## config.mk

```make
export PLATFORM = sky130hd
export DESIGN_NAME = ssp_top
export DESIGN_NICKNAME = d
export VERILOG_FILES = /design/src/ssp_pkg.sv /design/src/ssp_sync.sv /design/src/ssp_top.sv
export VERILOG_INCLUDE_DIRS = /design/src /design/src/src
export SDC_FILE = /design/constraint.sdc
export NUM_CORES = 1
export LEC_CHECK = 0
export ABC_AREA = 1
export BUFFER_PORTS_ARGS = -buffer_cell sky130_fd_sc_hd__buf_2
export CAP_MARGIN = 20
export CORE_UTILIZATION = 50
export DETAILED_ROUTE_END_ITERATION = 8
export PLACE_DENSITY = 0.81
export SLEW_MARGIN = 20
export SYNTH_ARGS = -nofsm -noshare
export SYNTH_HDL_FRONTEND = slang
export SYNTH_SLANG_ARGS = --single-unit
export TNS_END_PERCENT = 30
```

## constraint.sdc

```tcl
create_clock -name REF_CLK -period 2.3 [get_ports REF_CLK]
set_input_delay 0.46 -clock REF_CLK [delete_from_list [all_inputs] [get_ports REF_CLK]]
set_output_delay 0.46 -clock REF_CLK [all_outputs]
set_load 0.05 [all_outputs]
```

## src/ssp_params.svh

```systemverilog
// Summary of operation
// - Buffer write during SPI transfer sets write collision.
// - SPI slave byte into full buffer sets overflow, dropped.
// - Overflow is never set in master operation.
// - Master transfer starts only on buffer write.
// - Enable bit hands pins to port.
// - Polarity bit sets serial clock idle level.
// - Codes 0000, 0001, 0010, 0011 pick master clocks.
// - Codes 0100/0101 slave with/without select gating.
// - Matching write address loads into buffer.
// - Unread address overflows on next byte.
// - Interrupt flag raised once per received byte.
// - Each I2C byte updates full, direction, data/address bits.
// - Byte into full buffer: overflow, no acknowledge.
`ifndef SSP_PARAMS_SVH
`define SSP_PARAMS_SVH

// ****************************************
// Register map
// ****************************************
`define SSP_CTRL_OFS 12'h000
`define SSP_BUF_OFS 12'h004
`define SSP_STAT_OFS 12'h008
`define SSP_ISTAT_OFS 12'h00c
`define SSP_IMASK_OFS 12'h010
`define SSP_OWN_OFS 12'h014

// ****************************************
// Field positions
// ****************************************
`define SSP_WRITE_COLLISION_FLAG_BIT 7
`define SSP_OVF_BIT 6
`define SSP_EN_BIT 5
`define SSP_CKP_BIT 4
`define SSP_ST_BF_BIT 0
`define SSP_ST_RW_BIT 1
`define SSP_ST_DA_BIT 2
`define SSP_IRQ_BYTE_BIT 0
`define SSP_IRQ_WRITE_COLLISION_FLAG_BIT 1
`define SSP_IRQ_OVF_BIT 2

// ****************************************
// Reset values and timing counts
// ****************************************
`define SSP_CTRL_RST 8'h00
`define SSP_OWN_RST 7'h00
`define SSP_IMASK_RST 3'h0
`define SSP_HALF_DIV4 6'd2
`define SSP_HALF_DIV16 6'd8
`define SSP_HALF_DIV64 6'd32

`endif

```

## src/ssp_pkg.sv

```systemverilog
package ssp_pkg;
  typedef enum logic [3:0] {
    SSP_M_DIV4 = 4'h0,
    SSP_M_DIV16 = 4'h1,
    SSP_M_DIV64 = 4'h2,
    SSP_M_TIMER_TWO_COUNT = 4'h3,
    SSP_M_SLV_SS = 4'h4,
    SSP_M_SLV_NOSS = 4'h5,
    SSP_M_I2C_SLV = 4'h6
  } ssp_mode_e;

  typedef enum logic [3:0] {
    I2C_IDLE = 4'b0001,
    I2C_ADDR = 4'b0010,
    I2C_DATA = 4'b0100,
    I2C_ACK = 4'b1000
  } ssp_i2c_e;
endpackage : ssp_pkg

```

## src/ssp_sync.sv

```systemverilog
`timescale 1ns/10ps
`default_nettype none
module ssp_sync #(
  parameter int W = 1
) (
  input wire logic clk,
  input wire logic rst_n,
  input wire logic [W-1:0] d,
  output logic [W-1:0] q
);
  logic [W-1:0] meta;

  for (genvar i = 0; i < W; i++) begin : g_bit
    always_ff @(posedge clk or negedge rst_n) begin
      if (!rst_n) begin
        meta[i] <= 1'b0;
        q[i] <= 1'b0;
      end else begin
        meta[i] <= d[i];
        q[i] <= meta[i];
      end
    end
  end
endmodule : ssp_sync
`default_nettype wire

```

## src/ssp_top.sv

```systemverilog
`timescale 1ns/10ps
`default_nettype none
`include "ssp_params.svh"
module ssp_top
  import ssp_pkg::*;
(
  input wire logic REF_CLK,
  input wire logic RST_N,
  input wire logic PSEL,
  input wire logic PENABLE,
  input wire logic PWRITE,
  input wire logic [11:0] PADDR,
  input wire logic [31:0] PWDATA,
  output logic [31:0] PRDATA,
  output logic PREADY,
  output logic PSLVERR,
  output logic IRQ,
  input wire logic SCK_IN,
  output logic SCK_OUT,
  output logic SCK_OE,
  input wire logic SDI_IN,
  output logic SDO_OUT,
  output logic SDO_OE,
  output logic SDA_OUT,
  output logic SDA_OE,
  input wire logic SS_N_IN,
  output logic SS_OWNED,
  input wire logic TIMER_TWO_OUT
);
  // ****************************************
  // Decoding helpers
  // ****************************************
  function automatic logic is_master(input logic [3:0] m);
    return m[3:2] == 2'b00;
  endfunction : is_master

  function automatic logic is_spi_slave(input logic [3:0] m);
    return (m == SSP_M_SLV_SS) || (m == SSP_M_SLV_NOSS);
  endfunction : is_spi_slave

  function automatic logic addr_is(input logic [11:0] a, input logic [11:0] o);
    return a == o;
  endfunction : addr_is

  logic [7:0] port_control_reg;
  logic [7:0] shift_buffer;
  logic [7:0] shift_register;
  logic [7:0] i2c_sr;
  logic [6:0] own_addr;
  logic [2:0] ists;
  logic [2:0] imask;
  logic buffer_full_flag;
  logic st_rw;
  logic st_da;
  logic en;
  logic clock_idle_polarity;
  logic [3:0] mode;
  logic [3:0] s_q;
  logic [3:0] s_d;
  logic sck_s;
  logic sdi_s;
  logic ss_n_s;
  logic tmr_s;

  assign en = port_control_reg[`SSP_EN_BIT];
  assign clock_idle_polarity = port_control_reg[`SSP_CKP_BIT];
  assign mode = port_control_reg[3:0];

  // ****************************************
  // Pin synchronisers
  // ****************************************
  ssp_sync #(.W(4)) u_sync (
    .clk(REF_CLK),
    .rst_n(RST_N),
    .d({TIMER_TWO_OUT, SS_N_IN, SDI_IN, SCK_IN}),
    .q(s_q)
  );

  assign {tmr_s, ss_n_s, sdi_s, sck_s} = s_q;

  always_ff @(posedge REF_CLK or negedge RST_N) begin
    if (!RST_N) begin
      s_d <= 4'h0;
    end else begin
      s_d <= s_q;
    end
  end

  // ****************************************
  // APB access decode
  // ****************************************
  logic acc;
  logic wr;
  logic rd;
  logic wr_buf;
  logic rd_buf;
  logic hit;
  logic [31:0] rdata;

  assign acc = PSEL & PENABLE & PREADY;
  assign wr = acc & PWRITE;
  assign rd = acc & ~PWRITE;
  assign wr_buf = wr & addr_is(PADDR, `SSP_BUF_OFS);
  assign rd_buf = rd & addr_is(PADDR, `SSP_BUF_OFS);

  always_comb begin
    hit = 1'b1;
    rdata = 32'h0;
    unique case (PADDR)
      `SSP_CTRL_OFS: rdata[7:0] = port_control_reg;
      `SSP_BUF_OFS: rdata[7:0] = shift_buffer;
      `SSP_STAT_OFS: rdata[2:0] = {st_da, st_rw, buffer_full_flag};
      `SSP_ISTAT_OFS: rdata[2:0] = ists;
      `SSP_IMASK_OFS: rdata[2:0] = imask;
      `SSP_OWN_OFS: rdata[6:0] = own_addr;
      default: hit = 1'b0;
    endcase
  end

  // Read data is captured in the setup cycle, so every access has no wait state.
  always_ff @(posedge REF_CLK or negedge RST_N) begin
    if (!RST_N) begin
      PREADY <= 1'b0;
      PRDATA <= 32'h0;
      PSLVERR <= 1'b0;
    end else if (PSEL && !PENABLE) begin
      PREADY <= 1'b1;
      PRDATA <= rdata;
      PSLVERR <= ~hit;
    end else if (acc) begin
      PREADY <= 1'b0;
      PSLVERR <= 1'b0;
    end
  end

  // ****************************************
  // SPI clocking and shifting
  // ****************************************
  logic [5:0] half;
  logic [5:0] div_cnt;
  logic tick;
  logic busy;
  logic [3:0] phase;
  logic samp;
  logic sck_q;
  logic sdo_q;
  logic spi_done;
  logic xfer_busy;
  logic slv_sel;
  logic lead;
  logic trail;
  logic spi_ovf;

  always_comb begin
    unique case (mode)
      SSP_M_DIV16: half = `SSP_HALF_DIV16;
      SSP_M_DIV64: half = `SSP_HALF_DIV64;
      default: half = `SSP_HALF_DIV4;
    endcase
  end

  // Timer mode toggles on each rising timer output edge, halving its rate.
  assign tick = (mode == SSP_M_TIMER_TWO_COUNT) ? (tmr_s & ~s_d[3]) : (div_cnt == half - 6'd1);
  assign slv_sel = (mode == SSP_M_SLV_NOSS) | ~ss_n_s;
  assign xfer_busy = is_master(mode) ? busy : (phase != 4'h0);

  always_comb begin
    lead = 1'b0;
    trail = 1'b0;
    if (is_master(mode)) begin
      lead = busy & tick & ~phase[0];
      trail = busy & tick & phase[0];
    end else if (is_spi_slave(mode) && slv_sel) begin
      lead = (sck_s != s_d[0]) & (sck_s != clock_idle_polarity);
      trail = (sck_s != s_d[0]) & (sck_s == clock_idle_polarity);
    end
  end

  always_ff @(posedge REF_CLK or negedge RST_N) begin
    if (!RST_N) begin
      div_cnt <= 6'h0;
    end else if (!busy || tick) begin
      div_cnt <= 6'h0;
    end else begin
      div_cnt <= div_cnt + 6'd1;
    end
  end

  always_ff @(posedge REF_CLK or negedge RST_N) begin
    if (!RST_N) begin
      busy <= 1'b0;
      phase <= 4'h0;
      samp <= 1'b0;
      sck_q <= 1'b0;
      sdo_q <= 1'b0;
      shift_register <= 8'h0;
      spi_done <= 1'b0;
    end else begin
      spi_done <= 1'b0;
      if (!en || (is_spi_slave(mode) && !slv_sel)) begin
        busy <= 1'b0;
        phase <= 4'h0;
        sck_q <= clock_idle_polarity;
      end else if (wr_buf && !xfer_busy) begin
        shift_register <= PWDATA[7:0];
        sdo_q <= PWDATA[7];
        busy <= is_master(mode);
        phase <= 4'h0;
        sck_q <= clock_idle_polarity;
      end else if (lead) begin
        samp <= sdi_s;
        phase <= phase + 4'd1;
        sck_q <= ~sck_q;
      end else if (trail) begin
        shift_register <= {shift_register[6:0], samp};
        sdo_q <= shift_register[6];
        phase <= phase + 4'd1;
        sck_q <= ~sck_q;
        if (phase == 4'hf) begin
          busy <= 1'b0;
          spi_done <= 1'b1;
        end
      end else if (!busy) begin
        sck_q <= clock_idle_polarity;
      end
    end
  end

  assign spi_ovf = spi_done & is_spi_slave(mode) & buffer_full_flag;

  // ****************************************
  // I2C slave reception
  // ****************************************
  ssp_i2c_e i2c_st;
  logic [3:0] i2c_cnt;
  logic ack_drv;
  logic i2c_load;
  logic i2c_ovf;
  logic i2c_da;
  logic i2c_rw;
  logic scl_rise;
  logic scl_fall;
  logic start_c;
  logic stop_c;
  logic match;

  assign scl_rise = sck_s & ~s_d[0];
  assign scl_fall = ~sck_s & s_d[0];
  assign start_c = sck_s & s_d[0] & s_d[1] & ~sdi_s;
  assign stop_c = sck_s & s_d[0] & ~s_d[1] & sdi_s;
  assign match = (i2c_sr[7:1] == own_addr) & ~i2c_sr[0];

  always_ff @(posedge REF_CLK or negedge RST_N) begin
    if (!RST_N) begin
      i2c_st <= I2C_IDLE;
      i2c_cnt <= 4'h0;
      i2c_sr <= 8'h0;
      ack_drv <= 1'b0;
      i2c_load <= 1'b0;
      i2c_ovf <= 1'b0;
      i2c_da <= 1'b0;
      i2c_rw <= 1'b0;
    end else begin
      i2c_load <= 1'b0;
      i2c_ovf <= 1'b0;
      if (!en || mode != SSP_M_I2C_SLV) begin
        i2c_st <= I2C_IDLE;
        ack_drv <= 1'b0;
      end else if (start_c) begin
        i2c_st <= I2C_ADDR;
        i2c_cnt <= 4'h0;
        ack_drv <= 1'b0;
      end else if (stop_c) begin
        i2c_st <= I2C_IDLE;
        ack_drv <= 1'b0;
      end else begin
        unique case (i2c_st)
          I2C_IDLE: ;
          I2C_ADDR, I2C_DATA: begin
            if (scl_rise) begin
              i2c_sr <= {i2c_sr[6:0], sdi_s};
              i2c_cnt <= i2c_cnt + 4'd1;
            end else if (scl_fall && i2c_cnt == 4'd8) begin
              i2c_cnt <= 4'h0;
              if (i2c_st == I2C_DATA || match) begin
                i2c_st <= I2C_ACK;
                ack_drv <= ~buffer_full_flag;
                i2c_load <= ~buffer_full_flag;
                i2c_ovf <= buffer_full_flag;
                i2c_da <= (i2c_st == I2C_DATA);
                if (i2c_st == I2C_ADDR) begin
                  i2c_rw <= i2c_sr[0];
                end
              end else begin
                i2c_st <= I2C_IDLE;
              end
            end
          end
          I2C_ACK: begin
            if (scl_fall) begin
              ack_drv <= 1'b0;
              i2c_st <= I2C_DATA;
            end
          end
        endcase
      end
    end
  end

  // ****************************************
  // Buffer, flags and control register
  // ****************************************
  logic load;
  logic ovf_evt;
  logic write_collision_flag_evt;
  logic byte_evt;
  logic [7:0] next_ctrl;
  logic [2:0] ev;
  logic [2:0] w1c;

  assign load = (spi_done & ~spi_ovf) | i2c_load;
  assign ovf_evt = spi_ovf | i2c_ovf;
  assign write_collision_flag_evt = wr_buf & xfer_busy & (mode != SSP_M_I2C_SLV);
  assign byte_evt = spi_done | i2c_load | i2c_ovf;
  assign ev = {ovf_evt, write_collision_flag_evt, byte_evt};
  assign w1c = (wr && addr_is(PADDR, `SSP_ISTAT_OFS)) ? PWDATA[2:0] : 3'h0;

  always_comb begin
    next_ctrl = port_control_reg;
    if (wr && addr_is(PADDR, `SSP_CTRL_OFS)) begin
      next_ctrl = PWDATA[7:0];
    end
    // A collision or overflow in the same cycle as a clearing write still sticks.
    if (write_collision_flag_evt) begin
      next_ctrl[`SSP_WRITE_COLLISION_FLAG_BIT] = 1'b1;
    end
    if (ovf_evt) begin
      next_ctrl[`SSP_OVF_BIT] = 1'b1;
    end
  end

  always_ff @(posedge REF_CLK or negedge RST_N) begin
    if (!RST_N) begin
      port_control_reg <= `SSP_CTRL_RST;
    end else begin
      port_control_reg <= next_ctrl;
    end
  end

  always_ff @(posedge REF_CLK or negedge RST_N) begin
    if (!RST_N) begin
      own_addr <= `SSP_OWN_RST;
      imask <= `SSP_IMASK_RST;
    end else if (wr) begin
      if (addr_is(PADDR, `SSP_OWN_OFS)) begin
        own_addr <= PWDATA[6:0];
      end
      if (addr_is(PADDR, `SSP_IMASK_OFS)) begin
        imask <= PWDATA[2:0];
      end
    end
  end

  always_ff @(posedge REF_CLK or negedge RST_N) begin
    if (!RST_N) begin
      shift_buffer <= 8'h0;
      buffer_full_flag <= 1'b0;
      st_rw <= 1'b0;
      st_da <= 1'b0;
    end else begin
      if (load) begin
        shift_buffer <= i2c_load ? i2c_sr : shift_register;
        buffer_full_flag <= 1'b1;
      end else if (rd_buf) begin
        buffer_full_flag <= 1'b0;
      end
      if (i2c_load || i2c_ovf) begin
        st_rw <= i2c_rw;
        st_da <= i2c_da;
      end
    end
  end

  always_ff @(posedge REF_CLK or negedge RST_N) begin
    if (!RST_N) begin
      ists <= 3'h0;
      IRQ <= 1'b0;
    end else begin
      ists <= (ists & ~w1c) | ev;
      IRQ <= |(ists & imask);
    end
  end

  // ****************************************
  // Pin ownership
  // ****************************************
  always_ff @(posedge REF_CLK or negedge RST_N) begin
    if (!RST_N) begin
      SCK_OUT <= 1'b0;
      SCK_OE <= 1'b0;
      SDO_OUT <= 1'b0;
      SDO_OE <= 1'b0;
      SDA_OUT <= 1'b0;
      SDA_OE <= 1'b0;
      SS_OWNED <= 1'b0;
    end else begin
      SCK_OUT <= sck_q;
      SCK_OE <= en & is_master(mode);
      SDO_OUT <= sdo_q;
      SDO_OE <= en & (is_master(mode) | (is_spi_slave(mode) & slv_sel));
      SDA_OUT <= 1'b0;
      SDA_OE <= en & ack_drv;
      SS_OWNED <= en & (mode == SSP_M_SLV_SS);
    end
  end
endmodule : ssp_top
`default_nettype wire

```

### Word level (Yosys, flattened, before mapping)

Index checks and enable logic that the tools add are counted.

* flip-flop bits (word level): 105
* bits in latches: 0
* bits in writable memories: 0
* bits in read-only memories: 0
* input bits: 53
* output and inout bits: 42
* logic and storage cells: 265
* memories kept: 0

* add/sub/neg operators: 4
* multipliers: 0
* divide/modulo/power cells: 0
* $lt $le $gt $ge: 0
* equality and inequality tests: 29
* shift-type cells: 0
* multiplexer cells: 82
* bitwise logic cells: 59
* reduce and logical (&&, ||, !) cells: 46

Operator list (number)
* two-way mux 4 bit: 16
* two-way mux 1 bit: 53
* two-way mux 8 bit: 5
* AND 1 bit: 30
* == test 12 x 4 -> 1 bit, second input constant: 2
* == test 12 x 5 -> 1 bit, second input constant: 2
* != test 5 bit, second input constant: 4
* NOT 1 bit: 19
* one-hot mux 3 bit (6 select lines): 1
* == test 12 x 3 -> 1 bit, second input constant: 1
* == test 4 x 2 -> 1 bit, second input constant: 3
* == test 4 x 3 -> 1 bit, second input constant: 3
* == test 4 bit, second input constant: 3
* zero test 12 bit: 1
* one-hot mux 4 bit (3 select lines): 1
* one-hot mux 6 bit (2 select lines): 1
* nonzero test 2 bit: 6
* AND reduction 5 bit: 2
* AND reduction 3 bit: 3
* nonzero test 3 bit: 3
* adder 4 x 1 -> 4 bit, second input constant: 2
* one-hot mux 4 bit (2 select lines): 1
* AND reduction 4 bit: 2
* AND reduction 8 bit: 1
* 30 further kinds: 55

### Longest topological paths before layout

Gate-level depths: netlist of the first run.

* word-level depth: 12
* depth in mapped cells: 15

### Hierarchy

Synthesis of the first run repeated with hierarchy kept, for this count alone.

* cell total of the unflattened synthesis: 628
* area, all modules: 5250.0 µm²

By module, submodules not included
* ssp_top: instances 1, cells each 620, area each 5049.8 µm², seq. area each 2378.5 µm²
* ssp_sync: instances 1, cells each 8, area each 200.2 µm², seq. area each 200.2 µm²

### Worst setup path after synthesis of the first run

No wires, ideal clock.

* kind: reg-to-reg
* start: reg PREADY
* end: reg shift_register[7]
* library setup time: 0.074 ns
* arrival: 1.862 ns
* required time: 2.226 ns
* setup slack: 0.365 ns
* stages on the path, launching flop included: 12
* path buffers: 1
* path through: dfrtp_1 > inv_1 > nor2_1 > inv_2 > nor2_2 > inv_2 > nor3_4 > o21ai_2 > inv_4 > buf_8 > nand2_2 > o21ai_2

* cells in the longest elaborated chain, start to end: 6
* elaborated cells on any way between the ends: 8
* classes of those cells: eq/ne (1); mux (1); bitwise (3); reduce/logical (3)

RTL lines
* from (decl): RTL line ssp_top.sv:15 `output logic PREADY,`
* from (signal assigned): RTL line ssp_top.sv:123 `PREADY <= 1'b0;`
* from (signal assigned): RTL line ssp_top.sv:127 `PREADY <= 1'b1;`
* from (signal assigned): RTL line ssp_top.sv:131 `PREADY <= 1'b0;`
* AND 1 bit (*): RTL line ssp_top.sv:100 `assign acc = PSEL & PENABLE & PREADY;`
* AND 1 bit (*): RTL line ssp_top.sv:101 `assign wr = acc & PWRITE;`
* AND 1 bit (*): RTL line ssp_top.sv:103 `` assign wr_buf = wr & addr_is(PADDR, `SSP_BUF_OFS); ``
* logical AND 1 bit (*): RTL line ssp_top.sv:204 `end else if (wr_buf && !xfer_busy) begin`
* != test 2 x 1 -> 1 bit (no line) / nonzero test 2 bit (equally long branches)
* AND reduction 3 bit (no line)
* to (signal assigned): RTL line ssp_top.sv:205 `shift_register <= PWDATA[7:0];`
* to (signal assigned): RTL line ssp_top.sv:215 `shift_register <= {shift_register[6:0], samp};`
* to (decl): RTL line ssp_top.sv:47 `logic [7:0] shift_register;`

Mark *: on every way between the ends. The rest lies on a longest branch, timed or not.
A chain may end at the register's enable or synchronous reset.

### Worst setup path after layout of the first run

* start: reg port_control_reg[0]
* end: reg ack_drv

* cells in the longest elaborated chain, start to end: 4
* elaborated cells on any way between the ends: 9
* classes of those cells: eq/ne (5); mux (1); reduce/logical (3)

RTL lines
* from (decl): RTL line ssp_top.sv:45 `logic [7:0] port_control_reg;`
* from (signal assigned): RTL line ssp_top.sv:344 `` port_control_reg <= `SSP_CTRL_RST; ``
* from (signal assigned): RTL line ssp_top.sv:346 `port_control_reg <= next_ctrl;`
* != test 4 x 3 -> 1 bit (*): RTL line ssp_top.sv:266 `if (!en || mode != SSP_M_I2C_SLV) begin`
* logical OR 1 bit (*): RTL line ssp_top.sv:266
* != test 5 bit (no line) / nonzero test 5 bit (equally long branches)
* AND reduction 5 bit (no line)
* to (signal assigned): RTL line ssp_top.sv:287 `ack_drv <= ~buffer_full_flag;`
* to (decl): RTL line ssp_top.sv:236 `logic ack_drv;`

Marks and branches as above.

==> flow_summary.ini, run 1 <==
[status]
status = finished clean

[power]
p_int_w = 0.00238
swShare_pct = 26.2
power_share_of_the_sequential_group_pct = 57.1
pwr_density_cell_nw_per_um2 = 560
irDropWorstVdd_mv = 0.321
combPwrFrac_pct = 8.1
net-switching-power_w = 0.000845
clkPwrFrac_pct = 34.8
total_leakage_power_nw = 2.92
total_power_w = 0.00322

[detailed_routing]
initialDrtViolationCount = 325
antenna_violating_nets_post_route = 0
post_drt_wl_per_cell_um = 13.8
remaining_drcs = 0
total_length_of_routed_wires_um = 11200
routed_via_density = 5.29
drt-pass1-iter-count = 5
via_count = 4306

[worst_setup_path]
crit_end_category = register
worstSetupStartpointType = register
critical-path-slowest-cell = dfrtp_1
cell_chain_critical_path = inv_1 -> nand3_1 -> nor2_1 -> nand2_1 -> nor2_2 -> nand3_1 -> nand3_2 -> inv_1 -> o21ai_1 -> nand2_1 -> o21ai_0
path_max_fanout = 8
worst_ep_arrival_time_ps = 2330
critical-path-max-stage-delay_ps = 390
criticalPathCategory = register to register
crit_required_ps = 2600

[floorplan]
num_io_pins = 95
dieArea_sq_um = 10900
start_util_pct = 52.6
core_area_sq_um = 9950
floorplan.rows = 36
die-height_um = 104
die_width_um = 104

[placed_design]
dp_hpwl_um = 8610
routabilityCongestion = 0.883
port-buffer-count = 45
pre_cts_slack_ps = 114

[global_route]
globalRouteTotalUtil_pct = 22.1
grt_pass1_vias = 4074
grt_antenna_before_repair = 0
grt_pass1_wl_um = 19200
pin_count_of_the_biggest_net_entering_global_routing = 48
grt_remaining_overflow = 0

[logic_synthesis]
yosysSeqAreaShare_pct = 49.3
ys_async_sr_fraction_pct = 100
synth.ff_latch_count = 103
yosys_warnings = 0
synth_top_area_cell = dfrtp_1
yosysUniqueCellTypes = 47
post_synth.cell_area_avg_sq_um = 8.43
dominantRegCellSynth = dfrtp_1
synth_top_area_share_pct = 48.8
synth_enable_flop_cells = 0
ys_top_cells_by_area = dfrtp_1 (49%), nand2_1 (8.5%), o21ai_0 (6.6%), inv_1 (6.2%), nor2_1 (3.9%)
post_synth_instance_area_sq_um = 5240
post_synthesis_cells = 621

[sta]
layout_setup_ws_ps = 270
hold_violations = 0
tightestPinTransition_ps = 532
final-setup-viol-count = 0
finalCritPeriodShare_pct = 88.3
unrepaired_setup_endpoints_after_global_routing = false
maxSlewHeadroom_pct = 64.5
tns_ps = 0
final.min_clock_period_ps = 2030
max_freq_mhz = 493
timing_max_transition_violations_final = 0
timing.clock.skew_ps = 14.7
finalHoldWorstSlack_ps = 26.2

[cts]
clkSlewWorstSetupHoldPaths_ps = 100
cts-root-buf = clkbuf_8
ctsHoldBuffers = 0
cts.htree.levels = 3
ctsLongestPathBuffers = 2
postCtsResizedCells = 0
clock_latency_on_the_worst_skew_pair_ps = 370
postCtsSetupBuffers = 0
cts_buffers = 9
sinks_on_the_clock_net = 103
tritoncts = done

[final_layout]
post-route-util_pct = 57.8
fraction_of_final_layout_cells_with_drive_strength_greater_than_1_pct = 16.7
area.growth.synth_to_final_pct = 9.92
finish.net_count = 739
antennaDiodeCount = 0

[worst_hold_path]
min-delay-path-class = input port to asynchronous set/reset pin

[flow_run]
drv.max_cap_violation_count = 0
synth_stat cells (2+ instances only):
cell type and number:
nor4_1 4, nor2_2 5, a31oi_1 2, nor3_1 8
nand3b_1 2, nand2_1 119, nor2_1 54, xor2_1 5
buf_4 25, nand3_1 35, clkbuf_1 5, inv_1 87
nor3_4 2, mux2_2 3, nand2_2 4, o21ai_1 6
buf_2 2, dfrtp_1 102, a21oi_1 10, o211ai_1 4
nand4_1 6, o21ai_2 9, xnor2_1 4, ha_1 9
o22ai_1 6, nor2_8 2, o21ai_0 69, inv_2 10
a221oi_1 3, nand3_2 2
final timing paths:
kind                                startpoint                   to  slack (ps)  depth (start not counted)
max                        port_control_reg[0]              ack_drv         270                         11
min                                      RST_N             phase[1]          30                          1
max reg2reg                port_control_reg[0]              ack_drv         270                         11
min reg2reg                     u_sync.meta[3]          u_sync.q[3]         360                          0
max in group asynchronous                RST_N  port_control_reg[3]        1570                          2
min in group REF_CLK             TIMER_TWO_OUT       u_sync.meta[3]         190                          1
logic make-up after synthesis:
| logic type | after synthesis | synth area share (%) |
|---|---|---|
| buffers and inverters | 131 | 11.5 |
| AOI/OAI and AO/OA | 117 | 13.1 |
| muxes | 3 | 0.645 |
| other | 1 | 0.0716 |
| adders and majority gates | 9 | 2.15 |
| xor gates and xnor gates | 9 | 1.51 |
| and+or+nand+nor | 248 | 21.8 |
| DFF | 103 | 49.3 |
power groups by stage:
| stage | clock (W) | sequential, W | combinational [W] |
|---|---|---|---|
| finish | 0.00112 | 0.00184 | 0.000261 |
| detailed placement | 0 | 0.00188 | 0.000263 |
| CTS | 0.00114 | 0.00184 | 0.000264 |
| global placement | 0 | 0.00188 | 0.000259 |
| floorplan | 0 | 0.00190 | 0.000172 |
| global route | 0.00122 | 0.00184 | 0.000285 |
per-layer routing:
metal  GRT usage [%]  vias up  wire [um]
met5               0        -          0
met4            7.14        0        253
met3            4.64       25        783
met2            35.6      189       5190
met1            29.8     2035       5010
li1                -     2057          -
metrics by stage:
step,area (sq um),instances
after global routing,5750,814
final,5750,814
after CTS,5750,814
after floorplan,5330,645
after detailed placement,5570,799
after global placement,5570,799
worst max-delay path: cells and delay by family (launching register included):
kind                   cells  cell delay (ps)
AND/OR/NAND/NOR            7             1110
buffers and inverters      2              300
AO/OA/AOI/OAI              2              160
flip-flops                 1              390
layout by cell type (no fill, tap or decap), types with 2 or more instances in the layout:
master / synthesis / layout
nand2_1: 119 / 119
dfrtp_1: 102 / 102
inv_1: 87 / 87
o21ai_0: 69 / 69
nor2_1: 54 / 54
buf_2: 2 / 44
nand3_1: 35 / 35
conb_1: 1 / 25
inv_2: 10 / 10
a21oi_1: 10 / 10
o21ai_2: 9 / 9
ha_1: 9 / 9
clkbuf_8: 0 / 9
buf_4: 25 / 9
nor3_1: 8 / 8
nand4_1: 6 / 6
o22ai_1: 6 / 6
o21ai_1: 6 / 6
xor2_1: 5 / 5
nor2_2: 5 / 5
xnor2_1: 4 / 4
nand2_2: 4 / 4
nor4_1: 4 / 4
o211ai_1: 4 / 4
a221oi_1: 3 / 3
mux2_2: 3 / 3
nand3b_1: 2 / 2
nor2_8: 2 / 2
nor3_4: 2 / 2
nand3_2: 2 / 2
a31oi_1: 2 / 2
clkinvlp_4: 0 / 2
layout make-up:
cell class / instances / area, sq um
Clock buffer: 10 / 128
Clock inverter: 5 / 58.8
Fill cell: 907 / 4200
Inverter: 98 / 370
Multi-Input combinational cell: 411 / 2140
Sequential cell: 103 / 2580
Tap cell: 133 / 166
Timing Repair Buffer: 54 / 308
No activity file was read; power rests on OpenSTA's default activity.
==> inputs of run 2 (changes only) <==
--- a/config.mk
+++ b/config.mk
@@ -12,6 +12,8 @@
 export CORE_UTILIZATION = 50
 export DETAILED_ROUTE_END_ITERATION = 8
 export PLACE_DENSITY = 0.81
+export REMOVE_ABC_BUFFERS = 1
+export SETUP_SLACK_MARGIN = 0.2
 export SLEW_MARGIN = 20
 export SYNTH_ARGS = -nofsm -noshare
 export SYNTH_HDL_FRONTEND = slang
==> run 2 against run 1 <==
  * Cell count up 0.49%
  * Via count down 1.2%
  * Flip-flop and latch count unchanged
  * Combinational power about the same
  * Utilization up 0.65 points
  * Sequential share of layout area down 0.48 points
  * Clock power up 12%
  * Non-clock buffer count up 3
  * Final area up 1.1%
  * Critical endpoint unchanged
  * Largest power group unchanged
  * Highest routed layer unchanged
==> flow_summary.ini, run 2 (synthesis results as in run 1) <==
[cts]
cts.htree.levels = 3
tritoncts = done
clock_latency_on_the_worst_skew_pair_ps = 380
clkSlewWorstSetupHoldPaths_ps = 110
sinks_on_the_clock_net = 103
cts-root-buf = clkbuf_8
cts_buffers = 9
ctsLongestPathBuffers = 2

[power]
irDropWorstVdd_mv = 0.318
total_leakage_power_nw = 2.94
pwr_density_cell_nw_per_um2 = 577

[worst_setup_path]
reg_to_reg_slack_setup_ps = 330
critical-path-slowest-cell = dfrtp_1
critical-path-max-stage-delay_ps = 470
crit_path_frequent_cell = nor2_2
worstSetupStartpointType = register
cell_chain_critical_path = nor2_2 -> nand3_1 -> nor2_2 -> nand2_1 -> nor2_2 -> nand3_1 -> nand3_2 -> inv_1 -> o21ai_1 -> nand2_1 -> o21ai_0
timing.rr.end = ack_drv
criticalPathCategory = register to register
crit_end_category = register
rr_worst_depth = 11
crit_required_ps = 2600
endpoint = ack_drv
crit_start = port_control_reg[3]
r2r-start = port_control_reg[3]
path_max_fanout = 6
worst_ep_arrival_time_ps = 2280

[detailed_routing]
routed_via_density = 5.20
remaining_drcs = 0
total_length_of_routed_wires_um = 11200
drt-pass1-iter-count = 6
via_count = 4255
post_drt_wl_per_cell_um = 13.6
antenna_violating_nets_post_route = 0
initialDrtViolationCount = 296

[global_route]
grt_pass1_vias = 4058
grt_antenna_before_repair = 0
globalRouteTotalUtil_pct = 21.8
pin_count_of_the_biggest_net_entering_global_routing = 40
grt_remaining_overflow = 0
grt_pass1_wl_um = 18900

[final_layout]
fraction_of_final_layout_cells_with_drive_strength_greater_than_1_pct = 17.7
antennaDiodeCount = 0
design_area_sq_um = 5820
layout_common_cells = nand2_1 (119), dfrtp_1 (101), inv_1 (86)
area.growth.synth_to_final_pct = 11.2
post-route-util_pct = 58.5
layout.cells.most_common = nand2_1
finish.net_count = 742

[sta]
maxSlewHeadroom_pct = 62.9
finalCritPeriodShare_pct = 85.7
max_freq_mhz = 507
timing_max_transition_violations_final = 0
tns_ps = 0
final.min_clock_period_ps = 1970
tightestPinTransition_ps = 557
hold_violations = 0
final-setup-viol-count = 0
unrepaired_setup_endpoints_after_global_routing = true
timing.clock.skew_ps = 17.8

[flow_run]
drv.max_cap_violation_count = 0

[placed_design]
placedInstanceArea_sq_um = 5580
port-buffer-count = 45
routabilityCongestion = 0.934
dp_hpwl_um = 8480

[floorplan]
die_width_um = 104
core_area_sq_um = 9950
num_io_pins = 95
dieArea_sq_um = 10900
start_util_pct = 52.6
die-height_um = 104
floorplan.rows = 36

[status]
status = finished clean

[worst_hold_path]
min-delay-path-class = input port to register
min-delay-start = TIMER_TWO_OUT
run 2: power by group:
group	internal (W)	switching, W
Sequential	0.00183	0.0000109
Clock	0.000621	0.000631
Combinational	0.0000510	0.000212
run 2: what timing repair did:
item | 4_1_cts | 5_1_grt
gates resized for setup | 0 | 4
hold buffers | 1 | 0
hold endpoints to repair | 18 | 0
endpoints found under the setup margin | 0 | 6
setup buffers | 0 | 0
run 2: through the flow:
stage / power, W / setup slack, ps / hold WS (ps) / std cells
after floorplan: 0.00204 / 237 / 164 / 612
after global placement: 0.00213 / 226 / 333 / 801
after detailed placement: 0.00214 / 215 / 335 / 801
after CTS: 0.00337 / 307 / 187 / 818
after global routing: 0.00347 / 138 / 184 / 818
final: 0.00336 / 328 / 193 / 818
run 2: final cells by class:
cell class / count / area (sq um)
inverters: 98 / 370
multi-input cells: 411 / 2150
flip-flops and latches: 103 / 2580
well taps: 133 / 166
clock inverters: 6 / 92.6
repair buffers: 57 / 333
clock buffers: 10 / 128
fillers: 851 / 4140
run 2: how the worst min path moves through the flow:
| stage | depth (start not counted) | slack, ps | end |
|---|---|---|---|
| 6_report | 1 | 190 | u_sync.meta[3] |
| 5_1_grt | 1 | 180 | u_sync.meta[1] |
| 4_1_cts | 1 | 190 | u_sync.meta[2] |
| 3_5_place_dp | 0 | 330 | u_sync.q[0] |
| 3_3_place_gp | 0 | 330 | u_sync.q[3] |
| 2_1_floorplan | 0 | 160 | IRQ |
run 2: worst max-delay path: cells and delay by family (launching register included):
family | cells | cell delay, ps
buf+inv | 1 | 80
simple gates | 8 | 1170
compound gates | 2 | 200
flops | 1 | 470
run 2: per-layer routing:
metal	GRT usage, %	up-vias	wire, um
li1	-	2066	-
met2	36.1	169	5340
met1	27.8	1997	4850
met5	0	-	0
met4	8.67	0	223
met3	4.51	23	745
